### config.mk
export PLATFORM = sky130hd
export DESIGN_NAME = qcel_queue_fsm
export DESIGN_NICKNAME = d
export VERILOG_FILES = /design/src/rtl/qcel_pkg.sv /design/src/rtl/qcel_queue_fsm.sv /design/src/rtl/qcel_skid.sv
export VERILOG_INCLUDE_DIRS = /design/src /design/src/rtl
export SDC_FILE = /design/constraint.sdc
export NUM_CORES = 1
export LEC_CHECK = 0
export ABC_AREA = 1
export BUFFER_PORTS_ARGS = -buffer_cell sky130_fd_sc_hd__buf_2
export CAP_MARGIN = 20
export CORE_MARGIN = 4
export CORE_UTILIZATION = 55
export DETAILED_ROUTE_END_ITERATION = 8
export GPL_ROUTABILITY_DRIVEN = 1
export PLACE_DENSITY = 0.78
export SYNTH_ARGS = -nofsm -noshare
export SYNTH_HDL_FRONTEND = slang
export SYNTH_SLANG_ARGS = --single-unit
### constraint.sdc
create_clock -name clk_sys -period 9.5 [get_ports clk_sys]
set_input_delay 1.425 -clock clk_sys [delete_from_list [all_inputs] [get_ports clk_sys]]
set_output_delay 1.425 -clock clk_sys [all_outputs]
set_load 0.01 [all_outputs]
### src/rtl/qcel_defs.svh
// Purpose: Constants for the queued-command error log and queue state machine.
// Assumes: 100 MHz clk_sys; bytes of the log page leave one per accepted beat.
// Notes: Behaviour list below.
// Behaviour
// - Halt commands after error until log read
// - Log page read aborts queue, returns idle
// - Log page is 512 bytes, 0 to 511
// - Byte 0: non-queued flag bit 7, slot
// - Flag set for non-queued, clear when valid
// - Bytes 2..7 status, error, address image
// - Log error byte kept apart from shadow
// - Invalid slot reports abort bit only
// - Vendor bytes 256..510; reserved bytes zero
// - Byte 511 makes page sum zero
// - Enqueue stores slot; malformed goes error state
// - Release frame: busy, request, interrupt zero
// - Read setup: buffer slot, direction one
// - Auto-activate path only if supported, enabled
// - Auto setup: direction zero, auto-activate one
// - Malformed: halt, error frame, code 04
`ifndef QCEL_DEFS_SVH
`define QCEL_DEFS_SVH
`define QCEL_LOG_PAGE 8'h10
`define QCEL_LOG_LAST 9'h1ff
`define QCEL_VENDOR_FIRST 9'h100
`define QCEL_NQ_BIT 7
`define QCEL_ABORT_ERR 8'h04
`define QCEL_STAT_ERR 8'h01
`define QCEL_STAT_READY 8'h40
`endif

### src/rtl/qcel_pkg.sv
// Purpose: Types shared by the queue state machine and its bench checks.
// Assumes: Up to 32 queue slots.
// Notes: Constants live in qcel_defs.svh.
package qcel_pkg;
  // Kind of frame asked of the transport layer.
  typedef enum logic [1:0] {
    QCEL_FR_REG,
    QCEL_FR_DMA_SETUP
  } qcel_frame_kind_t;

  // A frame request to the transport layer.
  typedef struct packed {
    qcel_frame_kind_t kind;
    logic [7:0] status;
    logic [7:0] error;
    logic irq;
    logic [4:0] buf_id;
    logic dir_to_host;
    logic auto_act;
  } qcel_frame_t;

  // Failure image captured for the log page.
  typedef struct packed {
    logic non_queued;
    logic [4:0] slot;
    logic [7:0] status;
    logic [7:0] error;
    logic [7:0] sect_num;
    logic [7:0] cyl_low;
    logic [7:0] cyl_high;
    logic [7:0] dev_head;
    logic [7:0] sect_num_exp;
    logic [7:0] cyl_low_exp;
    logic [7:0] cyl_high_exp;
    logic [7:0] sect_cnt;
    logic [7:0] sect_cnt_exp;
  } qcel_err_img_t;

  // Incoming queued command.
  typedef struct packed {
    logic is_write;
    logic [4:0] slot;
    logic malformed;
  } qcel_cmd_t;
endpackage : qcel_pkg

### src/rtl/qcel_queue_fsm.sv
// Purpose: Queued command entry, setup frames, error halt and error log page.
// Assumes: Transport signals frame_done once per requested frame.
// Notes: Later data, status and error states are handled elsewhere.
`timescale 1ns/10ps
`include "qcel_defs.svh"
module qcel_queue_fsm #(
  parameter int SLOTS = 32
) (
  // Clock, reset, enable.
  input wire logic clk_sys,
  input wire logic rst_b,
  input wire logic clk_en,
  // Command entry.
  input wire logic cmd_valid,
  input wire qcel_pkg::qcel_cmd_t cmd,
  output logic cmd_ready,
  // Data phase start for a queued slot.
  input wire logic phase_valid,
  input wire logic phase_is_write,
  input wire logic [4:0] phase_slot,
  output logic phase_ready,
  // Configuration.
  input wire logic auto_act_supported,
  input wire logic auto_act_enabled,
  // Error report from the rest of the device.
  input wire logic err_valid,
  input wire qcel_pkg::qcel_err_img_t err_img,
  input wire logic [7:0] vendor_byte,
  // Log page read request.
  input wire logic log_read,
  input wire logic [7:0] log_page,
  // Frame request to transport.
  output logic frame_valid,
  output qcel_pkg::qcel_frame_t frame,
  input wire logic frame_done,
  // Log page byte stream.
  output logic log_valid,
  output logic [7:0] log_data,
  input wire logic log_ready,
  output logic log_done,
  // State.
  output logic halted,
  output logic read_data_start,
  output logic write_data_start,
  output logic [SLOTS-1:0] outstanding
);
  // Queue machine states. Idle takes commands and data phase starts; the
  // enqueue state stores the slot and picks the answer frame; the release,
  // read setup, write setup and malformed states each hold one frame until
  // the transport reports it sent. Write path select spends one cycle so the
  // auto-activate choice is made from settled configuration inputs.
  typedef enum logic [2:0] {
    ST_DEVICE_IDLE,
    ST_ENQUEUE_COMMAND,
    ST_RELEASE_INTERFACE,
    ST_READ_DMA_SETUP,
    ST_WRITE_PATH_SELECT,
    ST_WRITE_SETUP_AUTO,
    ST_WRITE_SETUP_PLAIN,
    ST_MALFORMED_CMD_ERROR
  } qcel_state_t;

  // Whole state of the block except the u_skid buffer in one record, registered by one process.

  typedef struct packed {
    qcel_state_t fsm;
    logic halted;
    logic [SLOTS-1:0] outstanding;
    logic [4:0] slot;
    logic cur_write;
    logic malformed;
    qcel_pkg::qcel_err_img_t img;
    logic streaming;
    logic [8:0] idx;
    logic [7:0] sum;
    logic log_done;
    logic read_start;
    logic write_start;
    logic frame_valid;
    qcel_pkg::qcel_frame_t frame;
  } qcel_fsm_st_t;

  qcel_fsm_st_t st;
  qcel_fsm_st_t next_st;
  logic src_ready;
  logic [7:0] cur_byte;
  logic cmd_take;
  logic phase_take;
  logic log_start;

  // Builds a frame request; used by every sending state.
  function automatic qcel_pkg::qcel_frame_t mk_frame(
    input qcel_pkg::qcel_frame_kind_t kind, input logic [7:0] status,
    input logic [7:0] error, input logic irq, input logic [4:0] buf_id,
    input logic dir, input logic aa);
    qcel_pkg::qcel_frame_t f;
    f.kind = kind;
    f.status = status;
    f.error = error;
    f.irq = irq;
    f.buf_id = buf_id;
    f.dir_to_host = dir;
    f.auto_act = aa;
    return f;
  endfunction : mk_frame

  // Page byte for an index; reserved bytes read zero.
  function automatic logic [7:0] page_byte(input logic [8:0] i,
    input qcel_pkg::qcel_err_img_t m, input logic [7:0] vend);
    logic [7:0] b;
    b = 8'h00;
    if (i >= `QCEL_VENDOR_FIRST) begin
      b = vend;
    end else begin
      case (i[7:0])
        8'h00: b = {m.non_queued, 2'b00, m.slot};
        8'h02: b = m.status;
        8'h03: b = m.error;
        8'h04: b = m.sect_num;
        8'h05: b = m.cyl_low;
        8'h06: b = m.cyl_high;
        8'h07: b = m.dev_head;
        8'h08: b = m.sect_num_exp;
        8'h09: b = m.cyl_low_exp;
        8'h0a: b = m.cyl_high_exp;
        8'h0c: b = m.sect_cnt;
        8'h0d: b = m.sect_cnt_exp;
        default: b = 8'h00;
      endcase
    end
    return b;
  endfunction : page_byte

  // Frame that lowers busy, data request and interrupt after an enqueue.
  function automatic qcel_pkg::qcel_frame_t release_frame();
    return mk_frame(qcel_pkg::QCEL_FR_REG, `QCEL_STAT_READY, 8'h00, 1'b0, 5'h00,
      1'b0, 1'b0);
  endfunction : release_frame

  // Frame for a malformed command: error bit and interrupt set, busy low.
  function automatic qcel_pkg::qcel_frame_t malformed_frame();
    return mk_frame(qcel_pkg::QCEL_FR_REG, `QCEL_STAT_READY | `QCEL_STAT_ERR,
      `QCEL_ABORT_ERR, 1'b1, 5'h00, 1'b0, 1'b0);
  endfunction : malformed_frame

  // Setup frame for a data phase; the buffer identifier is always the slot.
  function automatic qcel_pkg::qcel_frame_t setup_frame(input logic [4:0] slot,
    input logic to_host, input logic aa);
    return mk_frame(qcel_pkg::QCEL_FR_DMA_SETUP, 8'h00, 8'h00, 1'b0, slot,
      to_host, aa);
  endfunction : setup_frame

  // Log image for a malformed command: no valid slot, abort reported alone.
  // The error byte lives in the image, apart from the frame, so the value
  // sent when the failure was signalled never overwrites the logged one.
  function automatic qcel_pkg::qcel_err_img_t malformed_image();
    qcel_pkg::qcel_err_img_t m;
    m = '0;
    m.non_queued = 1'b1;
    m.status = `QCEL_STAT_READY | `QCEL_STAT_ERR;
    m.error = `QCEL_ABORT_ERR;
    return m;
  endfunction : malformed_image

  // Image reported from elsewhere; a non-queued failure carries no slot.
  function automatic qcel_pkg::qcel_err_img_t clean_image(
    input qcel_pkg::qcel_err_img_t m);
    qcel_pkg::qcel_err_img_t r;
    r = m;
    if (m.non_queued) begin
      r.slot = 5'h00;
    end
    return r;
  endfunction : clean_image

  // Sets one slot bit; an index past the configured depth is ignored.
  function automatic logic [SLOTS-1:0] mark_slot(input logic [SLOTS-1:0] q,
    input logic [4:0] s);
    logic [SLOTS-1:0] r;
    r = q;
    if (int'(s) < SLOTS) begin
      r[s] = 1'b1;
    end
    return r;
  endfunction : mark_slot

  // Reads one slot bit; an index past the configured depth reads as free.
  function automatic logic slot_set(input logic [SLOTS-1:0] q, input logic [4:0] s);
    logic r;
    r = 1'b0;
    if (int'(s) < SLOTS) begin
      r = q[s];
    end
    return r;
  endfunction : slot_set

  // Last byte carries the negated running sum.
  assign cur_byte = (st.idx == `QCEL_LOG_LAST) ? (8'h00 - st.sum) :
    page_byte(st.idx, st.img, vendor_byte);

  // The two-entry buffer lets the sink stall without losing a byte; the page
  // index only advances on a cycle in which the buffer takes the byte.
  qcel_skid #(
    .WIDTH(8)
  ) u_skid (
    .clk_sys(clk_sys),
    .rst_b(rst_b),
    .clk_en(clk_en),
    .in_valid(st.streaming),
    .in_data(cur_byte),
    .in_ready(src_ready),
    .out_valid(log_valid),
    .out_data(log_data),
    .out_ready(log_ready)
  );

  // Requests are taken only from a quiet idle; a halted machine takes neither.
  assign cmd_ready = (st.fsm == ST_DEVICE_IDLE) && !st.halted && !st.streaming;
  assign phase_ready = (st.fsm == ST_DEVICE_IDLE) && !st.halted && !st.streaming
    && !cmd_valid && slot_set(st.outstanding, phase_slot);
  assign cmd_take = cmd_valid && cmd_ready;
  assign phase_take = phase_valid && phase_ready;
  // A page read starts only from a quiet idle. It is refused in a cycle that
  // takes a command or phase, because the stream's end returns the machine to
  // idle and would otherwise cut that request's frame short.
  assign log_start = log_read && (log_page == `QCEL_LOG_PAGE) && !st.streaming
    && (st.fsm == ST_DEVICE_IDLE) && !cmd_take && !phase_take;
  // Every remaining output comes straight from the state record.
  assign frame_valid = st.frame_valid;
  assign frame = st.frame;
  assign log_done = st.log_done;
  assign halted = st.halted;
  assign read_data_start = st.read_start;
  assign write_data_start = st.write_start;
  assign outstanding = st.outstanding;

  // Next-state logic for the queue machine and the log streamer.
  always_comb begin
    next_st = st;
    next_st.log_done = 1'b0;
    next_st.read_start = 1'b0;
    next_st.write_start = 1'b0;
    case (st.fsm)
      // Idle: a command wins over a data phase start in the same cycle.
      ST_DEVICE_IDLE: begin
        if (cmd_take) begin
          next_st.slot = cmd.slot;
          next_st.cur_write = cmd.is_write;
          next_st.malformed = cmd.malformed;
          next_st.fsm = ST_ENQUEUE_COMMAND;
        end else if (phase_take) begin
          next_st.slot = phase_slot;
          if (phase_is_write) begin
            next_st.fsm = ST_WRITE_PATH_SELECT;
          end else begin
            next_st.frame_valid = 1'b1;
            next_st.frame = setup_frame(phase_slot, 1'b1, 1'b0);
            next_st.fsm = ST_READ_DMA_SETUP;
          end
        end
      end
      // Enqueue: store the slot, or refuse the command and halt.
      ST_ENQUEUE_COMMAND: begin
        next_st.frame_valid = 1'b1;
        if (st.malformed) begin
          next_st.halted = 1'b1;
          next_st.frame = malformed_frame();
          next_st.img = malformed_image();
          next_st.fsm = ST_MALFORMED_CMD_ERROR;
        end else begin
          next_st.outstanding = mark_slot(st.outstanding, st.slot);
          next_st.frame = release_frame();
          next_st.fsm = ST_RELEASE_INTERFACE;
        end
      end
      // Register frames drop back to idle once sent.
      ST_RELEASE_INTERFACE, ST_MALFORMED_CMD_ERROR: begin
        if (frame_done) begin
          next_st.frame_valid = 1'b0;
          next_st.fsm = ST_DEVICE_IDLE;
        end
      end
      // Read setup sent: the read data sender takes over.
      ST_READ_DMA_SETUP: begin
        if (frame_done) begin
          next_st.frame_valid = 1'b0;
          next_st.read_start = 1'b1;
          next_st.fsm = ST_DEVICE_IDLE;
        end
      end
      // Write path: the configuration is read here, one cycle after the take.
      ST_WRITE_PATH_SELECT: begin
        next_st.frame_valid = 1'b1;
        if (auto_act_supported && auto_act_enabled) begin
          next_st.frame = setup_frame(st.slot, 1'b0, 1'b1);
          next_st.fsm = ST_WRITE_SETUP_AUTO;
        end else begin
          next_st.frame = setup_frame(st.slot, 1'b0, 1'b0);
          next_st.fsm = ST_WRITE_SETUP_PLAIN;
        end
      end
      // Write setup sent: the write data receiver takes over.
      ST_WRITE_SETUP_AUTO, ST_WRITE_SETUP_PLAIN: begin
        if (frame_done) begin
          next_st.frame_valid = 1'b0;
          next_st.write_start = 1'b1;
          next_st.fsm = ST_DEVICE_IDLE;
        end
      end
      // Unused codes recover to idle.
      default: begin
        next_st.fsm = ST_DEVICE_IDLE;
      end
    endcase
    // A queued failure reported elsewhere halts the machine.
    if (err_valid) begin
      next_st.halted = 1'b1;
      next_st.img = clean_image(err_img);
    end
    // Log page read starts the stream from byte zero.
    if (log_start) begin
      next_st.streaming = 1'b1;
      next_st.idx = 9'h000;
      next_st.sum = 8'h00;
    end else if (st.streaming && src_ready) begin
      next_st.sum = st.sum + cur_byte;
      next_st.idx = st.idx + 9'h001;
      if (st.idx == `QCEL_LOG_LAST) begin
        next_st.streaming = 1'b0;
        next_st.log_done = 1'b1;
        next_st.outstanding = '0;
        next_st.halted = err_valid;
        next_st.fsm = ST_DEVICE_IDLE;
      end
    end
  end

  // The clock enable freezes all state.
  always_ff @(posedge clk_sys or negedge rst_b) begin
    if (!rst_b) begin
      st <= '0;
    end else if (clk_en) begin
      st <= next_st;
    end
  end
endmodule : qcel_queue_fsm

### src/rtl/qcel_skid.sv
// Purpose: Two-entry buffer for the log byte stream.
// Assumes: Source honours in_ready.
// Notes: Full throughput; a sink stall loses no word.
`timescale 1ns/10ps
module qcel_skid #(
  parameter int WIDTH = 8
) (
  // Clock and reset.
  input wire logic clk_sys,
  input wire logic rst_b,
  input wire logic clk_en,
  // Fill side.
  input wire logic in_valid,
  input wire logic [WIDTH-1:0] in_data,
  output logic in_ready,
  // Drain side.
  output logic out_valid,
  output logic [WIDTH-1:0] out_data,
  input wire logic out_ready
);
  typedef struct packed {
    logic [1:0][WIDTH-1:0] mem;
    logic rd;
    logic [1:0] cnt;
  } qcel_skid_st_t;

  qcel_skid_st_t st;
  qcel_skid_st_t next_st;

  assign in_ready = (st.cnt != 2'd2);
  assign out_valid = (st.cnt != 2'd0);
  assign out_data = st.mem[st.rd];

  // Push writes behind the read slot; pop advances the read index.
  always_comb begin
    logic push;
    logic pop;
    push = 1'b0;
    pop = 1'b0;
    next_st = st;
    push = in_valid && in_ready;
    pop = out_valid && out_ready;
    if (push) begin
      next_st.mem[st.rd ^ st.cnt[0]] = in_data;
    end
    if (pop) begin
      next_st.rd = ~st.rd;
    end
    next_st.cnt = st.cnt + {1'b0, push} - {1'b0, pop};
  end

  // The clock enable freezes the buffer.
  always_ff @(posedge clk_sys or negedge rst_b) begin
    if (!rst_b) begin
      st <= '0;
    end else if (clk_en) begin
      st <= next_st;
    end
  end
endmodule : qcel_skid
==> results.cfg <==
[setup_path]
worst_path_dominant_cell_family = simple AND/OR/NAND/NOR gates
cp_num_buf_inv = 3
crit_required_ns = 8.08
arrival_ns = 2.98
cp-startpoint = phase_slot[0]
slowest_delay_ns = 0.34
path_class = input pin to primary output
crit_path_start_kind = input pin
path_cells = buf_2, inv_2, nand2_1, nand3_1, nand3_1, nand3_1, nand3_1, nand2_1, nor2_1, buf_2
path_max_fanout = 21
end_kind = primary output
cpMostUsedCell = nand3_1
r2r_start = st[38]
cp_slowest_cell = buf_2

[clock_network]
clkSinkCount = 187
ctsLongestPathBuffers = 2
clk_latency_ns = 0.44
cts_setup_buffers = 0
cts_tree = done
cts_resized = 0
path_clk_slew_ns = 0.06
cts-buffers-inserted = 17
htreeDepth = 4
cts_hold_buf = 0
root_buffer = clkbuf_16

[detailed_routing]
post_drt_via_cell_ratio = 5.45
drt_wl_total_um = 27000
wl_met1_um = 10900
route.detailed.drc = 0
first_iter_violations = 589
drt-pass1-iter-count = 5
wl_met2_um = 13100
vias = 8985
wl_met3_um = 2040
maxUsedRoutingLayer = met5
antenna_left = 0
wl_per_cell_um = 16.4

[floorplan]
io_pins = 208
die_w_um = 143
rows = 49
core-area_mm2 = 0.0180
initial_core_util_pct = 56.1
die-area_mm2 = 0.0206
die_y_um = 143

[grt]
grt_pass1_vias = 8709
antenna_found_initial = 7
grt_pass1_wl_um = 42900
grt_use_total_pct = 26.5
grt_max_degree = 86
grt_overflow_total = 0

[synth]
yosysWarnings = 0
synthTopCellsByCount = nand2_1 (366), dfrtp_1 (187), inv_1 (145)
yosysMostFrequentCell = nand2_1
syn_area_mm2 = 0.0101
synthCells = 1273
yosysSeqAreaShare_pct = 46.4
synth_top_area_share_pct = 46.4
ys_types = 45
synthArstFlopShare_pct = 100
syn_avg_cell_area_um2 = 7.92
synthTopCellsByArea = dfrtp_1 (46%), nand2_1 (14%), inv_1 (5.4%)
ys.flop_type = dfrtp_1
synth_seq_cells = 187
synth_edf_count = 0
synth_top_cell_by_area = dfrtp_1

[outcome]
status = complete, no violations

[sta]
slew_viol_final = 0
rsz0062_at_grt = false
min_period_over_period_pct = 46.4
final.min_clock_period_ns = 4.40
final.setup.tns_ns = 0
worst_pin_slew_ns = 1.06
skew_ns = 0.0107
slew_headroom_pct = 28.8
fmax_mhz = 227
finalHoldViolCount = 0
setup_violations = 0

[place]
place_congestion = 0.938
hpwl_um = 19700
io_buffers = 192

[final_layout]
fillers = 1599
final_net_count = 1555
syn_to_final_growth_pct = 12.9
drive_gt1_share_pct = 19.7

[hold_path]
hold_class = flip-flop to flip-flop
min_from = frame_valid

[run]
drv_cap = 0

[pwr]
pwr-share-clk_pct = 25.6
ir_worst_vdd_v = 0.000159
p_comb_share_pct = 35.3
seq_power_share_pct = 39.0
power.internal_mw = 1.72
switching_share_pct = 38.5
total_power_mw = 2.80
power_switching_mw = 1.08
power_density_mw_per_mm2 = 246
power_leakage_nw = 5.98
kinds of logic after synthesis:
logic type	count (synthesis)	synth area share (%)
buf+inv	261	12.4
xor+xnor	8	0.695
other cells	1	0.0372
simple gates	573	24.9
compound gates	226	13.4
flops	187	46.4
fa+ha+maj	17	2.19
power by group through the flow:
| stage | logic [mW] | registers [mW] | clock network (mW) |
|---|---|---|---|
| 2_1_floorplan | 0.757 | 1.06 | 0 |
| 4_1_cts | 0.984 | 1.09 | 0.728 |
| 3_3_place_gp | 0.947 | 1.09 | 0 |
| 6_report | 0.989 | 1.09 | 0.718 |
| 5_1_grt | 1.11 | 1.11 | 0.768 |
| 3_5_place_dp | 0.977 | 1.10 | 0 |
tightest hold or removal path, cell delays in order, from the launching register on:
cell	delay (ns)
dfrtp_1	0.34
nand2_1	0.05
nand2_1	0.04
cells in the final DEF, fill, tap and decap left out, drive strengths merged:
| cell | synthesis | final |
|---|---|---|
| a221oi | 1 | 1 |
| clkinvlp | 0 | 1 |
| xnor2 | 2 | 2 |
| nor3 | 16 | 16 |
| bufinv | 0 | 3 |
| xor2 | 6 | 6 |
| o31ai | 1 | 1 |
| or2 | 3 | 3 |
| buf | 80 | 196 |
| a21boi | 6 | 6 |
| ha | 16 | 16 |
| nor4b | 1 | 1 |
| o22ai | 29 | 29 |
| clkinv | 1 | 7 |
| o21ai | 85 | 85 |
| clkbuf | 17 | 20 |
| nand3 | 81 | 81 |
| nor2 | 76 | 76 |
| dfrtp | 187 | 187 |
| fa | 1 | 1 |
| nand4 | 15 | 15 |
| a211oi | 1 | 1 |
| o211ai | 5 | 5 |
| o21a | 1 | 1 |
| a21oi | 58 | 58 |
| nor4 | 5 | 5 |
| inv | 163 | 164 |
| conb | 1 | 14 |
| o32ai | 1 | 1 |
| a311oi | 1 | 1 |
| a22o | 36 | 36 |
| a31oi | 1 | 1 |
| diode | 0 | 3 |
| nand2 | 376 | 376 |
registers in the layout, indices dropped and copies added, names as in the netlist:
signal            cells
outstanding          32
st                  121
write_data_start      1
halted                1
log_done              1
read_data_start       1
u_skid.st            19
frame_valid           1
frame                10
metrics by stage:
step	instances	util (%)	hold slack (ns)	instance area, um^2	setup WS (ns)
finish	1648	63.3	0.468	11400	5.10
global route	1648	63.3	0.505	11400	4.99
CTS	1645	63.3	0.471	11400	5.15
detailed placement	1614	60.0	0.455	10800	5.17
global placement	1614	60.0	0.451	10800	5.18
floorplan	1286	-	0.443	10100	5.83
cell type report:
type                            instances  area (um^2)  share of cell area, %
Clock buffer                           20          437                   3.84
Antenna cell                            3         7.51                 0.0660
Tap cell                              229          287                   2.52
Inverter                              164          621                   5.46
Clock inverter                         11          146                   1.29
Multi-Input combinational cell        838         4200                   36.9
Sequential cell                       187         4680                   41.1
Timing Repair Buffer                  196          997                   8.77
path summary, 6_finish.rpt:
check	to	slack, ns	depth (start not counted)
min in group asynchronous	st[82]	0.93	1
min reg2reg	frame_valid	0.47	2
max reg2reg	st[37]	5.53	22
max in group asynchronous	st[77]	6.53	3
max	phase_ready	5.10	10
min	frame_valid	0.47	2
metal layers:
metal  global-route usage (%)  vias up
met2                     43.3      367
met3                     6.16       66
met1                     34.5     4227
met4                     10.4        8
met5                        0        -
li1                         -     4317
Power figures use the tool's default switching activity.
